===== config.mk =====
export PLATFORM = sky130hd
export DESIGN_NAME = scr_regs
export DESIGN_NICKNAME = d
export VERILOG_FILES = /design/src/design/scr_pkg.sv /design/src/design/scr_regs.sv
export VERILOG_INCLUDE_DIRS = /design/src /design/src/design
export SDC_FILE = /design/constraint.sdc
export NUM_CORES = 1
export LEC_CHECK = 0
export ABC_AREA = 1
export BUFFER_PORTS_ARGS = -buffer_cell sky130_fd_sc_hd__buf_4
export CORE_MARGIN = 2
export CORE_UTILIZATION = 50
export CTS_BUF_LIST = sky130_fd_sc_hd__clkbuf_8
export CTS_CLUSTER_DIAMETER = 120
export CTS_CLUSTER_SIZE = 10
export DETAILED_ROUTE_END_ITERATION = 7
export GPL_TIMING_DRIVEN = 0
export PLACE_DENSITY = 0.84
export SLEW_MARGIN = 5
export SYNTH_ARGS = -nofsm -noshare
export SYNTH_HDL_FRONTEND = slang
export SYNTH_SLANG_ARGS = --single-unit

===== constraint.sdc =====
create_clock -name i_clk -period 2.9 [get_ports i_clk]
set_input_delay 0.58 -clock i_clk [delete_from_list [all_inputs] [get_ports i_clk]]
set_output_delay 0.58 -clock i_clk [all_outputs]
set_load 0.005 [all_outputs]

===== src/design/scr_defs.svh =====
/*
  offsets, field positions, reset values and key constants of the system
  control register bank; assumes the includer wants plain macros only.
*/
`ifndef SCR_DEFS_SVH
`define SCR_DEFS_SVH

`define SCR_OFF_VECTOR_BASE 12'h008
`define SCR_OFF_IRQ_RESET 12'h00C
`define SCR_OFF_SLEEP_CTRL 12'h010
`define SCR_OFF_SLEEP_STAT 12'h014
`define SCR_TBL_LSB 7
`define SCR_KEY_WRITE 16'h05FA
`define SCR_KEY_READ 16'hFA05
`define SCR_KEY_LSB 16
`define SCR_ENDIAN_BIT 15
`define SCR_PRIGRP_LSB 8
`define SCR_PRIGRP_RESET 3'h0
`define SCR_SYSRST_BIT 2
`define SCR_CLRACT_BIT 1
`define SCR_LOCRST_BIT 0
`define SCR_WAKE_PEND_BIT 4
`define SCR_DEEP_BIT 2
`define SCR_EXIT_SLEEP_BIT 1
`define SCR_SLEEPING_BIT 0

`endif


===== src/design/scr_pkg.sv =====
/*
  types of the system control register bank; assumes scr_defs.svh holds
  all numeric constants.
*/
package scr_pkg;
  // all flops of the bank in one record
  typedef struct packed {
    logic [24:0] table_base_field;
    logic [2:0] priority_group_point;
    logic system_reset_request;
    logic wake_on_pending;
    logic deep_sleep_select;
    logic sleep_after_handler;
    logic endian_big;
    logic strap_taken;
    logic [31:0] prdata;
    logic rd_pend;
    logic clear_active_pulse;
    logic local_reset_pulse;
  } scr_state_t;
endpackage


===== src/design/scr_regs.sv =====
/*
  system control register bank: vector base pointer, interrupt and reset
  control, sleep control and a sleeping status word, on an APB slave.
  assumes one clock, an asynchronous active-low reset, and that the core,
  reset controller and power controller act on the outputs.
*/
`include "scr_defs.svh"

module scr_regs #(
  parameter int TBL_DROP = 0,            // unimplemented top offset bits, 0..2
  parameter logic [24:0] TBL_RESET = 25'h0000000, // offset reset without inputs
  parameter bit HAS_TBL_CFG = 1'b0,      // offset reset taken from i_tbl_cfg
  parameter bit HAS_DEEP = 1'b1,         // deep sleep state implemented
  parameter bit ENDIAN_FROM_PIN = 1'b0,  // byte order sampled from i_big_endian
  parameter bit ENDIAN_FIXED = 1'b0      // fixed byte order, 1 = big
) (
  input wire logic i_clk,                // core clock
  input wire logic i_nrst,               // async reset, active low
  input wire logic i_local_nrst,         // sync local reset, active low
  input wire logic i_psel,               // apb select
  input wire logic i_penable,            // apb access phase
  input wire logic i_pwrite,             // apb write
  input wire logic [11:0] i_paddr,       // apb byte address
  input wire logic [31:0] i_pwdata,      // apb write data
  output logic o_pready,                 // apb ready
  output logic [31:0] o_prdata,          // apb read data
  output logic o_pslverr,                // apb error on unmapped address
  input wire logic [24:0] i_tbl_cfg,     // offset reset configuration
  input wire logic i_big_endian,         // byte order strap
  input wire logic i_pend_rise,          // an interrupt went inactive to pending
  input wire logic i_sleeping,           // core is asleep
  output logic [31:0] o_vector_table,    // formed vector table address
  output logic [2:0] o_priority_group,   // binary point position
  output logic o_big_endian,             // byte order in use
  output logic o_sys_reset_req,          // request for a local reset
  output logic o_clear_active,           // pulse: clear all active exceptions
  output logic o_local_reset,            // pulse: trigger a local reset
  output logic o_wake_event,             // pulse: wakeup from pending change
  output logic o_deep_sleep,             // deep sleep selected
  output logic o_sleep_on_exit           // sleep on return to base level
);
  localparam logic [24:0] TBL_MASK = 25'h1FFFFFF >> TBL_DROP;

  scr_pkg::scr_state_t st;
  scr_pkg::scr_state_t next_st;
  logic acc, wr, rd, hit_vb, hit_ir, hit_sc, hit_ss, key_ok;
  logic [31:0] rdv;

  assign acc = i_psel && i_penable;
  assign wr = acc && i_pwrite;
  assign rd = acc && !i_pwrite;
  assign hit_vb = i_paddr == `SCR_OFF_VECTOR_BASE;
  assign hit_ir = i_paddr == `SCR_OFF_IRQ_RESET;
  assign hit_sc = i_paddr == `SCR_OFF_SLEEP_CTRL;
  assign hit_ss = i_paddr == `SCR_OFF_SLEEP_STAT;
  assign key_ok = i_pwdata[31:`SCR_KEY_LSB] == `SCR_KEY_WRITE;

  // read mux; reserved and write-only bits stay zero
  always_comb begin
    rdv = 32'h00000000;
    if (hit_vb) begin
      rdv[31:`SCR_TBL_LSB] = st.table_base_field;
    end else if (hit_ir) begin
      rdv[31:`SCR_KEY_LSB] = `SCR_KEY_READ;
      rdv[`SCR_ENDIAN_BIT] = st.endian_big;
      rdv[`SCR_PRIGRP_LSB +: 3] = st.priority_group_point;
      rdv[`SCR_SYSRST_BIT] = st.system_reset_request;
    end else if (hit_sc) begin
      rdv[`SCR_WAKE_PEND_BIT] = st.wake_on_pending;
      rdv[`SCR_DEEP_BIT] = st.deep_sleep_select;
      rdv[`SCR_EXIT_SLEEP_BIT] = st.sleep_after_handler;
    end else if (hit_ss) begin
      rdv[`SCR_SLEEPING_BIT] = i_sleeping;
    end
  end

  // next state of the whole bank
  always_comb begin
    next_st = st;
    next_st.clear_active_pulse = 1'b0;
    next_st.local_reset_pulse = 1'b0;
    // the strap is caught at the first edge after release, not by the reset
    if (!st.strap_taken) begin
      next_st.strap_taken = 1'b1;
      next_st.endian_big = ENDIAN_FROM_PIN ? i_big_endian : ENDIAN_FIXED;
      next_st.table_base_field = (HAS_TBL_CFG ? i_tbl_cfg : TBL_RESET) & TBL_MASK;
    end
    // a read captures its word in the first access cycle and completes in the second,
    // so the read data comes from a flop and still stands when pready is sampled high
    if (rd && !st.rd_pend) begin
      next_st.prdata = rdv;
      next_st.rd_pend = 1'b1;
    end else begin
      next_st.rd_pend = 1'b0;
    end
    if (wr && hit_vb) begin
      // dropped top bits never store, so they read back as zero
      next_st.table_base_field = i_pwdata[31:`SCR_TBL_LSB] & TBL_MASK;
    end
    if (wr && hit_ir && key_ok) begin
      next_st.priority_group_point = i_pwdata[`SCR_PRIGRP_LSB +: 3];
      next_st.system_reset_request = i_pwdata[`SCR_SYSRST_BIT];
      next_st.clear_active_pulse = i_pwdata[`SCR_CLRACT_BIT];
      next_st.local_reset_pulse = i_pwdata[`SCR_LOCRST_BIT];
    end
    if (wr && hit_sc) begin
      next_st.wake_on_pending = i_pwdata[`SCR_WAKE_PEND_BIT];
      next_st.deep_sleep_select = HAS_DEEP && i_pwdata[`SCR_DEEP_BIT];
      next_st.sleep_after_handler = i_pwdata[`SCR_EXIT_SLEEP_BIT];
    end
    // local reset reinitialises the bank and clears strap_taken, so the strap-derived bits are sampled again
    if (!i_local_nrst) begin
      next_st.system_reset_request = 1'b0;
      next_st.priority_group_point = `SCR_PRIGRP_RESET;
      next_st.wake_on_pending = 1'b0;
      next_st.deep_sleep_select = 1'b0;
      next_st.sleep_after_handler = 1'b0;
      next_st.clear_active_pulse = 1'b0;
      next_st.local_reset_pulse = 1'b0;
      next_st.strap_taken = 1'b0;
    end
  end

  // one register for all state; power-on reset loads constants only
  always_ff @(posedge i_clk or negedge i_nrst) begin
    if (!i_nrst) begin
      st <= '0;
      st.priority_group_point <= `SCR_PRIGRP_RESET;
    end else begin
      st <= next_st;
    end
  end

  // writes complete in their first access cycle, reads take one wait state
  assign o_pready = !rd || st.rd_pend;
  assign o_pslverr = acc && !(hit_vb || hit_ir || hit_ss || hit_sc);
  assign o_prdata = st.prdata;
  assign o_vector_table = {st.table_base_field, 7'h00};
  assign o_priority_group = st.priority_group_point;
  assign o_big_endian = st.endian_big;
  assign o_sys_reset_req = st.system_reset_request;
  assign o_clear_active = st.clear_active_pulse;
  assign o_local_reset = st.local_reset_pulse;
  assign o_wake_event = st.wake_on_pending && i_pend_rise;
  assign o_deep_sleep = st.deep_sleep_select;
  assign o_sleep_on_exit = st.sleep_after_handler;

  // checks
  key_gate_a: assert property (@(posedge i_clk) disable iff (!i_nrst)
    (wr && hit_ir && !key_ok && i_local_nrst)
      |=> $stable(st.priority_group_point) && $stable(o_sys_reset_req))
    else $error("keyless control write changed state");
  sysreq_set_a: assert property (@(posedge i_clk) disable iff (!i_nrst)
    (wr && hit_ir && key_ok && i_pwdata[2] && i_local_nrst) |=> o_sys_reset_req)
    else $error("reset request not raised");
  sysreq_clr_a: assert property (@(posedge i_clk) disable iff (!i_nrst)
    !i_local_nrst |=> !o_sys_reset_req)
    else $error("reset request survived local reset");
  locrst_pulse_a: assert property (@(posedge i_clk) disable iff (!i_nrst)
    o_local_reset |=> !o_local_reset)
    else $error("local reset did not self clear");
  clract_pulse_a: assert property (@(posedge i_clk) disable iff (!i_nrst)
    (wr && hit_ir && key_ok && i_pwdata[1] && i_local_nrst) |=> o_clear_active ##1 !o_clear_active)
    else $error("clear active pulse wrong");
  key_read_a: assert property (@(posedge i_clk) disable iff (!i_nrst)
    (rd && hit_ir) |=> o_prdata[31:16] == 16'hFA05)
    else $error("key readback wrong");
  tbl_mask_a: assert property (@(posedge i_clk) disable iff (!i_nrst)
    (o_vector_table[31:7] & ~TBL_MASK) == 25'h0000000 && o_vector_table[6:0] == 7'h00)
    else $error("unimplemented table bits set");
  wake_gate_a: assert property (@(posedge i_clk) disable iff (!i_nrst)
    o_wake_event == (i_pend_rise && o_sleep_on_exit == st.sleep_after_handler && st.wake_on_pending))
    else $error("wake event gating wrong");
  deep_absent_a: assert property (@(posedge i_clk) disable iff (!i_nrst)
    !HAS_DEEP |-> !o_deep_sleep)
    else $error("deep sleep set without deep state");
  rsvd_read_a: assert property (@(posedge i_clk) disable iff (!i_nrst)
    (rd && hit_sc) |=> o_prdata[31:5] == 27'h0000000 && !o_prdata[0] && !o_prdata[3])
    else $error("reserved bits read nonzero");
  cov_key_write_c: cover property (@(posedge i_clk) wr && hit_ir && key_ok);
  cov_bad_key_c: cover property (@(posedge i_clk) wr && hit_ir && !key_ok);
  cov_wake_c: cover property (@(posedge i_clk) o_wake_event);
  cov_vb_ones_c: cover property (@(posedge i_clk) wr && hit_vb && (&i_pwdata[31:7]));
endmodule


==> reports/results.ini <==
[flow_run]
maxCapViolations = 0

[worst_setup_path]
setup.worst_path.start_class = input port
cp-end-kind = output port
cp_max_fo = 10
cp.required_ns = 2.32
cp.arrival_ns = 1.70
path_class = input port to output port

[sta]
rsz0062_at_grt = no
slew-limit-headroom_pct = 46.1
setup_viol = 0
drv_slew = 0
clock_skew_ns = 0.00854
tightest_slew_ns = 0.808
max_freq_mhz = 438
final.period_utilization_pct = 78.7
fin_crit_ns = 2.28
hold_violations = 0
fin_setup_tns_ns = 0

[place]
dpl.hpwl_microns = 6740
dpl_cell_area_sq_um = 4520
io_buffers = 113
place_congestion = 0.807

[clock_network]
hold_buffers = 0
clockBufferDepth = 2
cts.sinks = 65
htreeDepth = 3
cts.repair.resized = 0
cts_tree = yes
clk_pin_slew_ns = 0.07
postCtsSetupBuffers = 0
clk_latency_ns = 0.35
root_buffer = clkbuf_8
cts_buffers = 9

[yosys]
syn_inst = 448
synth_area_sq_um = 3520
ys_ff_latch = 65
syn_avg_cell_area_sq_um = 7.85
synth_flop_cell = dfrtp_1
synth_edf_count = 0
yosysWarnings = 0
ys_types = 21
synth.yosys.seq_area_share_pct = 46.2
synthArstFlopShare_pct = 100

[die]
start_util_pct = 51.8
core-area_sq_um = 6790
io_pins = 154
dieArea_sq_um = 7720
die_x_microns = 87.9
rows = 30
die_h_microns = 87.9

[run_status]
status = completed

[layout]
drive_above_1_share_pct = 38.0
antenna_cells = 0
nNetsFinal = 660
fin_area_sq_um = 4720
num-fill-cells = 551
area_growth_pct = 34.2

[power_and_ir_drop]
power_density_nw_per_um2 = 384
leakagePower_nw = 2.94
irDropWorstVdd_mv = 0.236

[global_route]
grt_usage_pct = 24.4
grt_overflow = 0
grt_max_degree = 66
grt_pass1_vias = 3202
grt_first_pass_wirelength_microns = 14500
antenna_found_initial = 0

[routing]
ant_nets = 0
drcViolationCount = 0
finalWirelength_microns = 9130
drtPass1Iterations = 5
wl_per_cell_microns = 13.4
dr.first_iter.drc_count = 123
num_vias = 3316
viasPerCell = 4.86

[worst_hold_path]
hold_path_class = input port to async pin

## cells by family (layout without fill, tap and decap cells)
kind of cell / count (synthesis) / in the layout / synth area share (%)
buffers and inverters: 113 / 242 / 20.0
AND/OR/NAND/NOR: 266 / 266 / 33.2
AO/OA/AOI/OAI: 3 / 3 / 0.427
flip-flops: 65 / 65 / 46.2
other: 1 / 11 / 0.107
## power by group
| group | total, mW | leakage [nW] | switching, mW | internal [mW] |
|---|---|---|---|---|
| registers | 0.908 | 0.906 | 0.000337 | 0.907 |
| logic | 0.147 | 1.93 | 0.0829 | 0.0640 |
| clock network | 0.756 | 0.103 | 0.360 | 0.396 |
## critical path, stage by stage
cell and delay [ns]:
buf_4 0.09, nand2_1 0.09, nor3_1 0.31, inv_1 0.12, clkbuf_1 0.29, buf_4 0.23
## metal layers
| metal | vias to the layer above | routed length [microns] | GRT usage (%) |
|---|---|---|---|
| met4 | 0 | 213 | 10.8 |
| met5 | - | 0 | 0 |
| met2 | 167 | 4600 | 42.1 |
| li1 | 1591 | - | - |
| met3 | 24 | 748 | 4.81 |
| met1 | 1534 | 3570 | 29.8 |
## synthesized netlist by cell type (4+ instances only)
master / instances / area [sq um]
clkbuf_1: 5 / 18.8
buf_1: 4 / 15.0
inv_1: 20 / 75.1
buf_2: 6 / 30.0
nor2_2: 4 / 25.0
buf_4: 68 / 510
nand2_1: 163 / 612
nor2_1: 15 / 56.3
inv_2: 7 / 26.3
dfrtp_1: 65 / 1630
nand4_1: 5 / 31.3
nand3_1: 71 / 355
## cell usage in the layout (no fill, tap or decap)
master	count
clkinv_2	4
nand2_2	1
buf_2	6
clkbuf_8	9
nand3_2	1
clkbuf_1	5
nor2_1	15
nand4_1	5
buf_6	2
nor2_2	4
nand2_4	2
bufinv_16	1
inv_1	20
nand3_1	71
conb_1	11
buf_4	181
o21ai_1	3
nor3_1	2
buf_1	4
clkinv_4	3
nand2_1	163
nor2_8	2
inv_2	7
dfrtp_1	65
## flip-flops by register name, indices dropped and copies added, names as in the netlist
name	cells
o_prdata	29
o_vector_table	25
o_priority_group	3
st	3
o_clear_active	1
o_deep_sleep	1
o_local_reset	1
o_sleep_on_exit	1
o_sys_reset_req	1
## per-stage QoR
stage	worst slack [ns]	util (%)	std cells	total power [mW]	hold WS, ns
after global placement	0.635	66.6	667	1.07	0.463
after CTS	0.624	69.4	683	1.82	0.354
after global routing	0.465	69.4	683	1.87	0.392
after floorplan	1.00	-	458	0.979	0.284
final	0.618	69.4	683	1.81	0.316
after detailed placement	0.624	66.6	667	1.07	0.466
## layout make-up
cell class                 instances  area (sq um)  area share (%)
clock inverter                     7          71.3            1.51
clock buffer                       9           124            2.63
inverter                          28           106            2.25
buffer                            85           597            12.6
multi-input combinational        280          1220            26.0
sequential                        65          1630            34.5
timing repair buffer             113           848            18.0
tap                               96           120            2.55
## path summary, 6_finish.rpt
path | to | startpoint | depth (start not counted) | slack [ns]
min in group i_clk | st[35] | i_local_nrst | 1 | 0.41
setup reg to reg | o_prdata[9] | st[2] | 5 | 1.49
hold reg to reg | o_prdata[11] | o_prdata[11] | 2 | 0.48
max in group asynchronous | o_vector_table[8] | i_nrst | 1 | 2.05
hold / removal | o_prdata[17] | i_nrst | 1 | 0.32
setup / recovery | o_pready | i_psel | 6 | 0.62
No activity file was read; power rests on OpenSTA's default activity.
